## src/inc/sysclk_pkg.sv

```systemverilog
// Package: constants and carrier types for the system clock and standby controller
package sysclk_pkg;

  // ---------------------------------------------------------------------------
  // Register map (word addresses on the plain register port)
  // ---------------------------------------------------------------------------
  localparam logic [3:0] SCS_ADDR_CLKCTL  = 4'h0; // clock select and oscillator stop
  localparam logic [3:0] SCS_ADDR_STBYCTL = 4'h1; // deep sleep select and wake enables
  localparam logic [3:0] SCS_ADDR_STATUS  = 4'h2; // live state, read only

  // Field positions
  localparam int SCS_CLKSEL_LSB   = 0;
  localparam int SCS_OSCSTOP_BIT  = 2;
  localparam int SCS_SLEEP_BIT    = 0;
  localparam int SCS_HOLDPIN_BIT  = 1;
  localparam int SCS_HALTPIN_BIT  = 2;
  localparam int SCS_HALTIRQ_BIT  = 3;

  // Reset values
  localparam logic [1:0] SCS_CLKSEL_RST  = 2'h0;
  localparam logic       SCS_OSCSTOP_RST = 1'b0;
  localparam logic [3:0] SCS_STBY_RST    = 4'h0;

  // Standby opcode, one byte
  localparam logic [7:0] SCS_OP_STANDBY = 8'hF6;

  // Changeover timing, in main oscillator cycles
  localparam int SCS_SWITCH_MAIN_CYC = 64;
  localparam logic [6:0] SCS_SWITCH_CNT = 7'(SCS_SWITCH_MAIN_CYC);

  // Divider ratios
  localparam logic [4:0] SCS_DIV32_LAST = 5'h1F;

  // Clock source selection
  typedef enum logic [1:0] {
    SCS_SRC_DIV32 = 2'b00,
    SCS_SRC_DIV1  = 2'b01,
    SCS_SRC_DIV2  = 2'b10,
    SCS_SRC_SUB   = 2'b11
  } scs_src_e;

  // Power state
  typedef enum logic [1:0] {
    SCS_ST_RUN  = 2'b00,
    SCS_ST_HALT = 2'b01,
    SCS_ST_HOLD = 2'b10
  } scs_state_e;

  // Wake sources, grouped
  typedef struct packed {
    logic pin;      // wake pin level, synchronised
    logic irqRel;   // interrupt release request
    logic tbOvf;    // time base overflow pulse
    logic tbReq;    // time base request flag already set
  } scs_wake_s;

endpackage

```

## src/hw/scs_sysclk_standby.sv

```systemverilog
// Design: system clock selection and standby controller
//
// Added by the designer: the address map and the strobed register port.
`timescale 1ns/1ps
// -----------------------------------------------------------------------------
// -----------------------------------------------------------------------------
module scs_sysclk_standby
  import sysclk_pkg::*;
(
  input  wire logic       clk_sys,
  input  wire logic       srst,
  input  wire logic [3:0] regAddr,
  input  wire logic [7:0] regWrData,
  input  wire logic       regWrStb,
  input  wire logic       regRdStb,
  output logic      [7:0] regRdData_ff,
  input  wire logic       mainOscTick,
  input  wire logic       subOscTick,
  input  wire logic [7:0] opcode,
  input  wire logic       opcodeValid,
  input  wire logic       standbyInhibit,
  input  wire logic       wake_pin,
  input  wire logic       irqRelease,
  input  wire logic       timeBaseOvf,
  input  wire logic       time_base_request_flag,
  input  wire logic       watchdogFitted,
  output logic            sysClkTick_ff,
  output logic            mainOscRun_ff,
  output logic            coreStall_ff,
  output logic            haltActive_ff,
  output logic            holdActive_ff,
  output logic            irqEnableClr_ff,
  output logic            irqRequestClr_ff,
  output logic            watchdogReset_ff,
  output logic            switchBusy_ff
);

  // ---------------------------------------------------------------------------
  // Pin synchronisers: the first stage feeds only the second
  // ---------------------------------------------------------------------------
  logic       pinMeta_ff;
  logic       pinSync_ff;
  logic       mainTickMeta_ff;
  logic       mainTickSync_ff;
  logic       mainTickOld_ff;
  logic       subTickMeta_ff;
  logic       subTickSync_ff;
  logic       subTickOld_ff;
  logic       mainEdge;
  logic       subEdge;

  // Oscillator inputs are asynchronous levels; edges are found after sync
  always_ff @(posedge clk_sys)
  begin
    if (srst)
    begin
      pinMeta_ff      <= 1'b0;
      pinSync_ff      <= 1'b0;
      mainTickMeta_ff <= 1'b0;
      mainTickSync_ff <= 1'b0;
      mainTickOld_ff  <= 1'b0;
      subTickMeta_ff  <= 1'b0;
      subTickSync_ff  <= 1'b0;
      subTickOld_ff   <= 1'b0;
    end
    else
    begin
      pinMeta_ff      <= wake_pin;
      pinSync_ff      <= pinMeta_ff;
      mainTickMeta_ff <= mainOscTick;
      mainTickSync_ff <= mainTickMeta_ff;
      mainTickOld_ff  <= mainTickSync_ff;
      subTickMeta_ff  <= subOscTick;
      subTickSync_ff  <= subTickMeta_ff;
      subTickOld_ff   <= subTickSync_ff;
    end
  end

  // ---------------------------------------------------------------------------
  // Control registers
  // ---------------------------------------------------------------------------
  logic [1:0] clock_select_field_ff;
  logic       main_osc_stop_flag_ff;
  logic       deep_sleep_select_ff;
  logic       hold_pin_wake_enable_ff;
  logic       halt_pin_wake_enable_ff;
  logic       halt_interrupt_wake_enable_ff;

  // Main edges count only while the main oscillator is enabled; sub edges always count
  assign mainEdge = mainTickSync_ff & ~mainTickOld_ff & ~main_osc_stop_flag_ff;
  assign subEdge  = subTickSync_ff & ~subTickOld_ff;

  // Software writes; reset puts the core on main divided by 32
  always_ff @(posedge clk_sys)
  begin
    if (srst)
    begin
      clock_select_field_ff         <= SCS_CLKSEL_RST;
      main_osc_stop_flag_ff         <= SCS_OSCSTOP_RST;
      deep_sleep_select_ff          <= SCS_STBY_RST[SCS_SLEEP_BIT];
      hold_pin_wake_enable_ff       <= SCS_STBY_RST[SCS_HOLDPIN_BIT];
      halt_pin_wake_enable_ff       <= SCS_STBY_RST[SCS_HALTPIN_BIT];
      halt_interrupt_wake_enable_ff <= SCS_STBY_RST[SCS_HALTIRQ_BIT];
    end
    else if (regWrStb && regAddr == SCS_ADDR_CLKCTL)
    begin
      clock_select_field_ff <= regWrData[SCS_CLKSEL_LSB +: 2];
      main_osc_stop_flag_ff <= regWrData[SCS_OSCSTOP_BIT];
    end
    else if (regWrStb && regAddr == SCS_ADDR_STBYCTL)
    begin
      deep_sleep_select_ff          <= regWrData[SCS_SLEEP_BIT];
      hold_pin_wake_enable_ff       <= regWrData[SCS_HOLDPIN_BIT];
      halt_pin_wake_enable_ff       <= regWrData[SCS_HALTPIN_BIT];
      halt_interrupt_wake_enable_ff <= regWrData[SCS_HALTIRQ_BIT];
    end
  end

  // ---------------------------------------------------------------------------
  // Clock changeover: the active source follows the field after 64 main ticks
  // ---------------------------------------------------------------------------
  scs_src_e   activeSrc_ff;
  logic [6:0] switchCnt_ff;
  logic       selWrite;

  assign selWrite = regWrStb && regAddr == SCS_ADDR_CLKCTL &&
                    regWrData[SCS_CLKSEL_LSB +: 2] != clock_select_field_ff;

  // Counting main ticks bounds the switch; a stopped oscillator would hang,
  // which is why software must keep it running while it changes mode
  always_ff @(posedge clk_sys)
  begin
    if (srst)
    begin
      activeSrc_ff  <= SCS_SRC_DIV32;
      switchCnt_ff  <= 7'h00;
      switchBusy_ff <= 1'b0;
    end
    else if (selWrite)
    begin
      switchCnt_ff  <= SCS_SWITCH_CNT;
      switchBusy_ff <= 1'b1;
    end
    else if (switchBusy_ff && mainEdge)
    begin
      if (switchCnt_ff == 7'h01)
      begin
        activeSrc_ff  <= scs_src_e'(clock_select_field_ff);
        switchBusy_ff <= 1'b0;
      end
      switchCnt_ff <= switchCnt_ff - 7'h01;
    end
  end

  // ---------------------------------------------------------------------------
  // System clock tick generation from the active source
  // ---------------------------------------------------------------------------
  logic [4:0] divCnt_ff;
  logic       nxt_sysTick;
  scs_state_e pwrState_ff;
  scs_state_e nxt_pwrState;

  // Divider runs on main edges; the sub source bypasses it
  always_ff @(posedge clk_sys)
  begin
    if (srst)
      divCnt_ff <= 5'h00;
    else if (mainEdge)
      divCnt_ff <= divCnt_ff + 5'h01;
  end

  always_comb
  begin
    case (activeSrc_ff)
      SCS_SRC_DIV1:  nxt_sysTick = mainEdge;
      SCS_SRC_DIV2:  nxt_sysTick = mainEdge & divCnt_ff[0];
      SCS_SRC_DIV32: nxt_sysTick = mainEdge & (divCnt_ff == SCS_DIV32_LAST);
      SCS_SRC_SUB:   nxt_sysTick = subEdge;
      default:       nxt_sysTick = 1'b0;
    endcase
  end

  // Follow the next state, so the tick stops on the very cycle the core stalls, and the main oscillator on the cycle HOLD begins
  always_ff @(posedge clk_sys)
  begin
    if (srst)
    begin
      sysClkTick_ff <= 1'b0;
      mainOscRun_ff <= 1'b1;
    end
    else
    begin
      sysClkTick_ff <= nxt_sysTick & (nxt_pwrState == SCS_ST_RUN);
      mainOscRun_ff <= ~main_osc_stop_flag_ff & (nxt_pwrState != SCS_ST_HOLD);
    end
  end

  // ---------------------------------------------------------------------------
  // Standby state machine
  // ---------------------------------------------------------------------------
  scs_wake_s  wake;
  logic       tbPend_ff;
  logic       standbyExec;
  logic       wdPulse;

  assign wake.pin    = pinSync_ff;
  assign wake.irqRel = irqRelease;
  assign wake.tbOvf  = timeBaseOvf;
  assign wake.tbReq  = time_base_request_flag;

  // Inhibit makes the opcode a plain no-op
  assign standbyExec = opcodeValid && opcode == SCS_OP_STANDBY &&
                       !standbyInhibit;

  always_comb
  begin
    nxt_pwrState = pwrState_ff;
    wdPulse      = 1'b0;
    case (pwrState_ff)
      SCS_ST_RUN:
      begin
        if (standbyExec)
        begin
          if (deep_sleep_select_ff)
            nxt_pwrState = SCS_ST_HOLD;
          else
            nxt_pwrState = SCS_ST_HALT;
        end
      end
      SCS_ST_HALT:
      begin
        if ((wake.pin && halt_pin_wake_enable_ff) ||
            (wake.irqRel && halt_interrupt_wake_enable_ff) ||
            wake.tbOvf)
          nxt_pwrState = SCS_ST_RUN;
        // A flag pending at entry turns the overflow exit into a watchdog reset
        wdPulse = wake.tbOvf & tbPend_ff & watchdogFitted;
      end
      SCS_ST_HOLD:
      begin
        if (wake.pin && hold_pin_wake_enable_ff)
          nxt_pwrState = SCS_ST_RUN;
      end
      default:
        nxt_pwrState = SCS_ST_RUN;
    endcase
  end

  // Reset always wins and returns the core to run
  always_ff @(posedge clk_sys)
  begin
    if (srst)
      pwrState_ff <= SCS_ST_RUN;
    else
      pwrState_ff <= nxt_pwrState;
  end

  // Latch the request flag as HALT begins; it holds until the core runs again
  always_ff @(posedge clk_sys)
  begin
    if (srst)
      tbPend_ff <= 1'b0;
    else if (pwrState_ff == SCS_ST_RUN)
      tbPend_ff <= standbyExec & ~deep_sleep_select_ff & wake.tbReq;
  end

  // State outputs and one-cycle clear pulses on HOLD entry
  always_ff @(posedge clk_sys)
  begin
    if (srst)
    begin
      haltActive_ff    <= 1'b0;
      holdActive_ff    <= 1'b0;
      coreStall_ff     <= 1'b0;
      irqEnableClr_ff  <= 1'b0;
      irqRequestClr_ff <= 1'b0;
      watchdogReset_ff <= 1'b0;
    end
    else
    begin
      haltActive_ff    <= nxt_pwrState == SCS_ST_HALT;
      holdActive_ff    <= nxt_pwrState == SCS_ST_HOLD;
      coreStall_ff     <= nxt_pwrState != SCS_ST_RUN;
      irqEnableClr_ff  <= pwrState_ff == SCS_ST_RUN &&
                          nxt_pwrState == SCS_ST_HOLD;
      irqRequestClr_ff <= pwrState_ff == SCS_ST_RUN &&
                          nxt_pwrState == SCS_ST_HOLD;
      watchdogReset_ff <= wdPulse;
    end
  end

  // ---------------------------------------------------------------------------
  // Register read port: data stands the cycle after the strobe only
  // ---------------------------------------------------------------------------
  always_ff @(posedge clk_sys)
  begin
    if (srst)
      regRdData_ff <= 8'h00;
    else if (regRdStb)
    begin
      case (regAddr)
        SCS_ADDR_CLKCTL:  regRdData_ff <= {5'h00, main_osc_stop_flag_ff,
                                           clock_select_field_ff};
        SCS_ADDR_STBYCTL: regRdData_ff <= {4'h0, halt_interrupt_wake_enable_ff,
                                           halt_pin_wake_enable_ff,
                                           hold_pin_wake_enable_ff,
                                           deep_sleep_select_ff};
        SCS_ADDR_STATUS:  regRdData_ff <= {2'h0, pwrState_ff, switchBusy_ff,
                                           pinSync_ff, activeSrc_ff};
        default:          regRdData_ff <= 8'h00;
      endcase
    end
    else
      regRdData_ff <= 8'h00;
  end

endmodule

```

## config.mk

```make
export PLATFORM = sky130hd
export DESIGN_NAME = scs_sysclk_standby
export DESIGN_NICKNAME = d
export VERILOG_FILES = /design/src/inc/sysclk_pkg.sv /design/src/hw/scs_sysclk_standby.sv
export SDC_FILE = /design/constraint.sdc
export NUM_CORES = 1
export LEC_CHECK = 0
export BUFFER_PORTS_ARGS = -buffer_cell sky130_fd_sc_hd__clkbuf_2
export CELL_PAD_IN_SITES_DETAIL_PLACEMENT = 1
export CELL_PAD_IN_SITES_GLOBAL_PLACEMENT = 1
export CORE_ASPECT_RATIO = 0.75
export CORE_MARGIN = 2
export CORE_UTILIZATION = 35
export DETAILED_ROUTE_END_ITERATION = 8
export PLACE_DENSITY_LB_ADDON = 0.1
export SYNTH_ARGS = -nofsm -noshare
export SYNTH_HDL_FRONTEND = slang
export SYNTH_SLANG_ARGS = --single-unit
```

## constraint.sdc

```tcl
create_clock -name clk_sys -period 1.35 [get_ports clk_sys]
set_clock_uncertainty 0.05 [all_clocks]
set_input_delay 0.0675 -clock clk_sys [delete_from_list [all_inputs] [get_ports clk_sys]]
set_output_delay 0.0675 -clock clk_sys [all_outputs]
set_load 0.01 [all_outputs]
```

Word-level counts from Yosys, hierarchy flattened
Index checks and enable logic that the tools add are counted.
{ "op_classes": {"reduce_logical": 26, "eq_ne": 14, "muxes": 12, "bitwise": 19, "add_sub_neg": 2} }
{ "op_table": {"columns": ["cell", "n"], "rows": [
  ["case mux 6 bit (3 select lines)", 1],
  ["two-way mux 7 bit", 2],
  ["bitwise AND 1 bit", 11],
  ["logical AND 1 bit", 10],
  ["== test 2 bit, second input constant", 4],
  ["== test 8 bit, second input constant", 1],
  ["two-way mux 2 bit", 4],
  ["NOT 1 bit", 8],
  ["== test 7 x 1 -> 1 bit, second input constant", 1],
  ["subtractor 7 x 1 -> 7 bit, second input constant", 1],
  ["== test 2 x 1 -> 1 bit, second input constant", 3],
  ["logical NOT 2 bit", 3],
  ["case mux 2 bit (3 select lines)", 1],
  ["nonzero test 2 bit", 3],
  ["OR reduction 2 bit", 3],
  ["adder 5 x 1 -> 5 bit, second input constant", 1],
  ["== test 5 bit, second input constant", 1],
  ["== test 4 x 1 -> 1 bit, second input constant", 1],
  ["== test 4 x 2 -> 1 bit, second input constant", 1],
  ["logical NOT 4 bit", 1],
  ["case mux 1 bit (4 select lines)", 1],
  ["AND reduction 2 bit", 2],
  ["two-way mux 1 bit", 3],
  ["AND reduction 3 bit", 1],
  ["other kinds (4)", 5]
]} }
{ "word_totals": {"input_bits": 33, "wordCells": 102, "output_inout_bits": 17, "regBits": 48} }

Logic depth before layout (Yosys ltp)
{ "depth": {"ltp_word": 7, "ltp_mapped": 6, "depth_no_buf": 6} }

Worst setup path before layout
OpenSTA, ideal clock, no wires.
{ "synth_timing": {"path_kind": "register to register", "from": "register switchBusy_ff", "to": "register activeSrc_ff[0]", "path_buffers": 0, "arrival_time_ns": 1.208, "required_time_ns": 1.228, "stages_incl_launch_ff": 4, "slack_ns": 0.021, "setup_time_ns": 0.072, "synth_period_minus_slack_ns": 1.329, "cell_sequence": "dfxtp_1 > nand4bb_4 > nor4b_4 > mux2i_1"} }
{ "synth_between": {"elab_chain_len": 2} }
{ "synth_lines": {"columns": ["item", "line_no", "source"], "rows": [
  ["start, declared", "scs_sysclk_standby.sv:35", "output logic switchBusy_ff"],
  ["start signal, assigned", "scs_sysclk_standby.sv:137", "switchBusy_ff <= 1'b0;"],
  ["start signal, assigned", "scs_sysclk_standby.sv:142", "switchBusy_ff <= 1'b1;"],
  ["start signal, assigned", "scs_sysclk_standby.sv:149", "switchBusy_ff <= 1'b0;"],
  ["logical AND 1 bit", "scs_sysclk_standby.sv:144", "else if (switchBusy_ff && mainEdge)"],
  ["AND reduction 3 bit (no line)", null, null],
  ["end signal, assigned", "scs_sysclk_standby.sv:148", "activeSrc_ff <= scs_src_e'(clock_select_field_ff);"],
  ["end, declared", "scs_sysclk_standby.sv:122", "scs_src_e activeSrc_ff;"]
]} }
No other way between the ends.
A chain may end at the register's enable or synchronous reset.

Worst setup path after layout
{ "layout_timing": {"from": "register clock_select_field_ff[0]", "to": "register activeSrc_ff[0]"} }
{ "layout_between": {"elab_chain_len": 4} }
{ "layout_lines": {"columns": ["item", "line_no", "source"], "rows": [
  ["start, declared", "scs_sysclk_standby.sv:82", "logic [1:0] clock_select_field_ff;"],
  ["start signal, assigned", "scs_sysclk_standby.sv:107", "clock_select_field_ff <= regWrData[SCS_CLKSEL_LSB +: 2];"],
  ["!= test 2 bit", "scs_sysclk_standby.sv:127", "regWrData[SCS_CLKSEL_LSB +: 2] != clock_select_field_ff;"],
  ["logical AND 1 bit", "scs_sysclk_standby.sv:126", "assign selWrite = regWrStb && regAddr == SCS_ADDR_CLKCTL &&"],
  ["NOT 1 bit (no line)", null, null],
  ["AND reduction 3 bit (no line)", null, null]
]} }
Parallel ways exist; a longest one is shown, timed or not.

==> out/summary.txt <==
Outcome: finished with violations
Violations in the final reports: hold timing, setup timing
Post-DRT Antenna Nets: 0
Tcrit/Tclk final: 105%
Ranking of synthesized cells by area: sky130_fd_sc_hd__dfxtp_1 (48%), sky130_fd_sc_hd__mux2i_1 (7.2%), sky130_fd_sc_hd__nor2_1 (6.6%)
Maximum level of the CTS H-tree: 2
Final non-filler cell area: 2650 um2
Clock buffers created by TritonCTS: 5
Simple-gate share of the synthesized area: 26.9%
Final WS setup: -0.0675 ns
Wire length on met3: 186 um
Global router's overall resource usage: 15.7%
Total number of yosys warnings: 0
Maximum operating frequency: 705 MHz
Starting density of the core: 36.2%
Drt pass-1 iters: 4
Share of post-route cells with drive strength above 1: 38.7%
Die footprint: 6150 um2
Share of the synthesized area in the top cell type: 47.5%
Largest family of logic cells by synthesized area: simple AND/OR/NAND/NOR gates
Clk_lat worst skew: 0.29 ns
Cells along the critical path: xor2_1 -> o2111ai_2 -> nor4b_4 -> mux2i_1
Non-filler instance count after layout: 341
Global-route wire length before repair: 7.56 mm
Required time at the endpoint of the critical path: 1.53 ns
Cell depth of the worst flop-to-flop path: 4
Post-Place Worst Slack: -0.0846 ns
Synthesized-area fraction occupied by xor and xnor cells: 4.97%
Endpoints failing hold: 1
Clk buf depth: 2
Detail Route met2 WL: 2.03 mm
Cell taking the most area after synthesis: sky130_fd_sc_hd__dfxtp_1
Path category of the worst min-delay check: input port to register
Count leader, synth: sky130_fd_sc_hd__dfxtp_1
Synthesis-stage register bit count: 46
Cell with the largest stage delay on the worst path: sky130_fd_sc_hd__nor4b_4
Most numerous cell types in the synthesized netlist: sky130_fd_sc_hd__dfxtp_1 (46), sky130_fd_sc_hd__nor2_1 (34), sky130_fd_sc_hd__mux2i_1 (14)
Post-detailed-placement half-perimeter wirelength: 3.37 mm
Total setup violations reported at the end of the flow: 2
Remaining design rule violation count: 0
Hold Crit Depth: 3
DR vias/cell: 4.52
Relative contribution of combinational cells to total power: 7.6%
Sw Share: 22.5%
Antenna violations before repair: 0
Largest stage delay, worst path: 0.35 ns
Routed vias: 1542
Vertical die dimension: 68.4 um
Layout Nets: 302
Gp weighted congestion: 0.718
Fin Setup TNS: -0.130 ns
Post-synth EDFFs: 0
Inserted Diodes: 0
Number of pins exceeding their max-slew limit in the final report: 0
DIE WIDTH: 89.9 um
Number of instances in the placed design: 324
Clock network power share: 35.4%
Dominant synthesized flop cell: sky130_fd_sc_hd__dfxtp_1
Max FO, Critical Path: 3
Total power per unit cell area: 919 nW/um2
Clock slew at the register clock pins of the worst setup and hold paths: 0.08 ns
Adder-Cell Fraction of Synth Area: 2.58%
Routed wire per std cell: 13.3 um
Mapped Area: 1940 um2
Via count of the first global-routing pass: 1573
Synth-to-Final Area Change: 36.7%
Setup Crit Path Kind: register to register
Static power due to leakage: 1.11 nW
Relative contribution of sequential cells to total power: 56.9%
Finished Core Util: 49.5%
Compound-Gate Fraction of Synth Area: 6.98%
DRC marker count from the first detailed-route iteration: 34
Routed length on met1: 2.29 mm
Critical Path End Type: register
Post-Syn Area per Cell: 10.0 um2
Count of standard-cell rows: 23
Placeable core area: 5350 um2
Worst Hold Slack: -0.0157 ns
Total of buffers placed on input and output ports: 43
Internal Pwr Total: 1.89 mW
CTS tree: yes
Total gr overflow: 0
Async S/R FF share, synth: 0%
Endpoint arrival time on the critical path: 1.59 ns
Largest net degree at the start of global routing: 28
Area post-placement: 2360 um2
Proportion of synthesized chip area in sequential cells: 47.5%
Multiplexer share of the synthesized area: 7.24%
Setup crit start kind: register
Clock sink count: 46
Buffer cell driving the clock tree root: sky130_fd_sc_hd__clkbuf_8
Switching power total: 0.548 mW
Number of top-level pins: 50
Max-capacitance violation count: 0
Peak supply drop: 452 uV
Total wire length after detailed routing: 4.53 mm
Highest Signal Layer: met4
Minimum clock period: 1.42 ns
Number of instances in the synthesized netlist: 193
Number of distinct library cell variants in the gate-level netlist after synthesis: 42
RSZ-0062 raised after global routing: true
==> power groups by stage <==
stage / clock [mW] / sequential (mW) / combinational (mW)
floorplan: 0 / 1.41 / 0.0809
global placement: 0 / 1.41 / 0.159
detailed placement: 0 / 1.41 / 0.161
CTS: 0.901 / 1.38 / 0.182
global route: 0.970 / 1.39 / 0.204
finish: 0.862 / 1.39 / 0.186
==> cell type report <==
class | count | area (um2)
Tap cell | 75 | 93.8
Fill cell | 627 | 2710
Timing Repair Buffer | 73 | 465
Inverter | 5 | 18.8
Sequential cell | 46 | 930
Clock buffer | 6 | 82.6
Clock inverter | 2 | 12.5
Multi-Input combinational cell | 134 | 1040
==> sequential cells by signal (all words and copies together), names as in the netlist, 2 cells and up <==
register,flops
divCnt_ff,5
pwrState_ff,2
switchCnt_ff,7
clock_select_field_ff,2
regRdData_ff,6
activeSrc_ff,2
==> placed cells by master (no fill, tap or decap), types with 2 or more instances in the layout <==
cell type                       instances
sky130_fd_sc_hd__a21oi_1                7
sky130_fd_sc_hd__a21oi_2                2
sky130_fd_sc_hd__and3_1                 2
sky130_fd_sc_hd__and4bb_2               2
sky130_fd_sc_hd__buf_4                 21
sky130_fd_sc_hd__buf_6                  2
sky130_fd_sc_hd__clkbuf_2              43
sky130_fd_sc_hd__clkbuf_8               6
sky130_fd_sc_hd__conb_1                 2
sky130_fd_sc_hd__dfxtp_1               39
sky130_fd_sc_hd__dfxtp_2                7
sky130_fd_sc_hd__dlygate4sd3_1          7
sky130_fd_sc_hd__ha_1                   2
sky130_fd_sc_hd__ha_4                   2
sky130_fd_sc_hd__inv_1                  5
sky130_fd_sc_hd__mux2i_1               14
sky130_fd_sc_hd__nand2_1                3
sky130_fd_sc_hd__nand2b_1               6
sky130_fd_sc_hd__nand3_1                4
sky130_fd_sc_hd__nand3b_1               3
sky130_fd_sc_hd__nand4_1                2
sky130_fd_sc_hd__nor2_1                33
sky130_fd_sc_hd__nor2_2                 2
sky130_fd_sc_hd__nor2b_1               10
sky130_fd_sc_hd__nor3_1                 2
sky130_fd_sc_hd__nor4b_4                2
sky130_fd_sc_hd__o21ai_0                2
sky130_fd_sc_hd__xnor2_1                6
sky130_fd_sc_hd__xor2_1                 5
==> per-layer routing <==
metal,global-route usage [%],vias up
met3,3.96,2
li1,-,802
met5,0,-
met4,3.46,0
met1,21.1,706
met2,26.1,32
==> worst max-delay path, delay by kind of cell (launching register included) <==
family / cells / cell delay, ns
multiplexers: 1 / 0.21
flip-flops: 1 / 0.33
XOR/XNOR: 1 / 0.15
AO/OA/AOI/OAI: 1 / 0.26
AND/OR/NAND/NOR: 1 / 0.35
==> cells by family after synthesis <==
group / count (synthesis)
buffers and inverters: 14
AO/OA/AOI/OAI: 19
XOR/XNOR: 11
adder cells (fa/ha/maj): 4
other: 1
AND/OR/NAND/NOR: 84
multiplexers: 14
flip-flops: 46
==> stage by stage <==
stage	power [mW]	hold WS, ns
CTS	2.47	0.000614
global route	2.56	0.0255
detailed placement	1.58	0.245
global placement	1.57	0.230
finish	2.43	-0.0157
floorplan	1.50	0.146
==> worst paths after layout <==
check | startpoint | endpoint | slack [ns]
min | timeBaseOvf | watchdogReset_ff | -0.02
min reg2reg | pinMeta_ff | pinSync_ff | 0.39
max reg2reg | clock_select_field_ff[0] | activeSrc_ff[0] | -0.07
max | clock_select_field_ff[0] | activeSrc_ff[0] | -0.07
==> repair_timing <==
item / 4_1_cts / 5_1_grt
gates cloned: 0 / 0
gates resized for setup: 11 / 14
pin swaps: 5 / 9
hold buffers: 8 / 0
setup endpoints to repair: 4 / 14
hold endpoints to repair: 7 / 0
setup buffers: 1 / 1
Note: power is estimated with default switching activity, not from simulation.
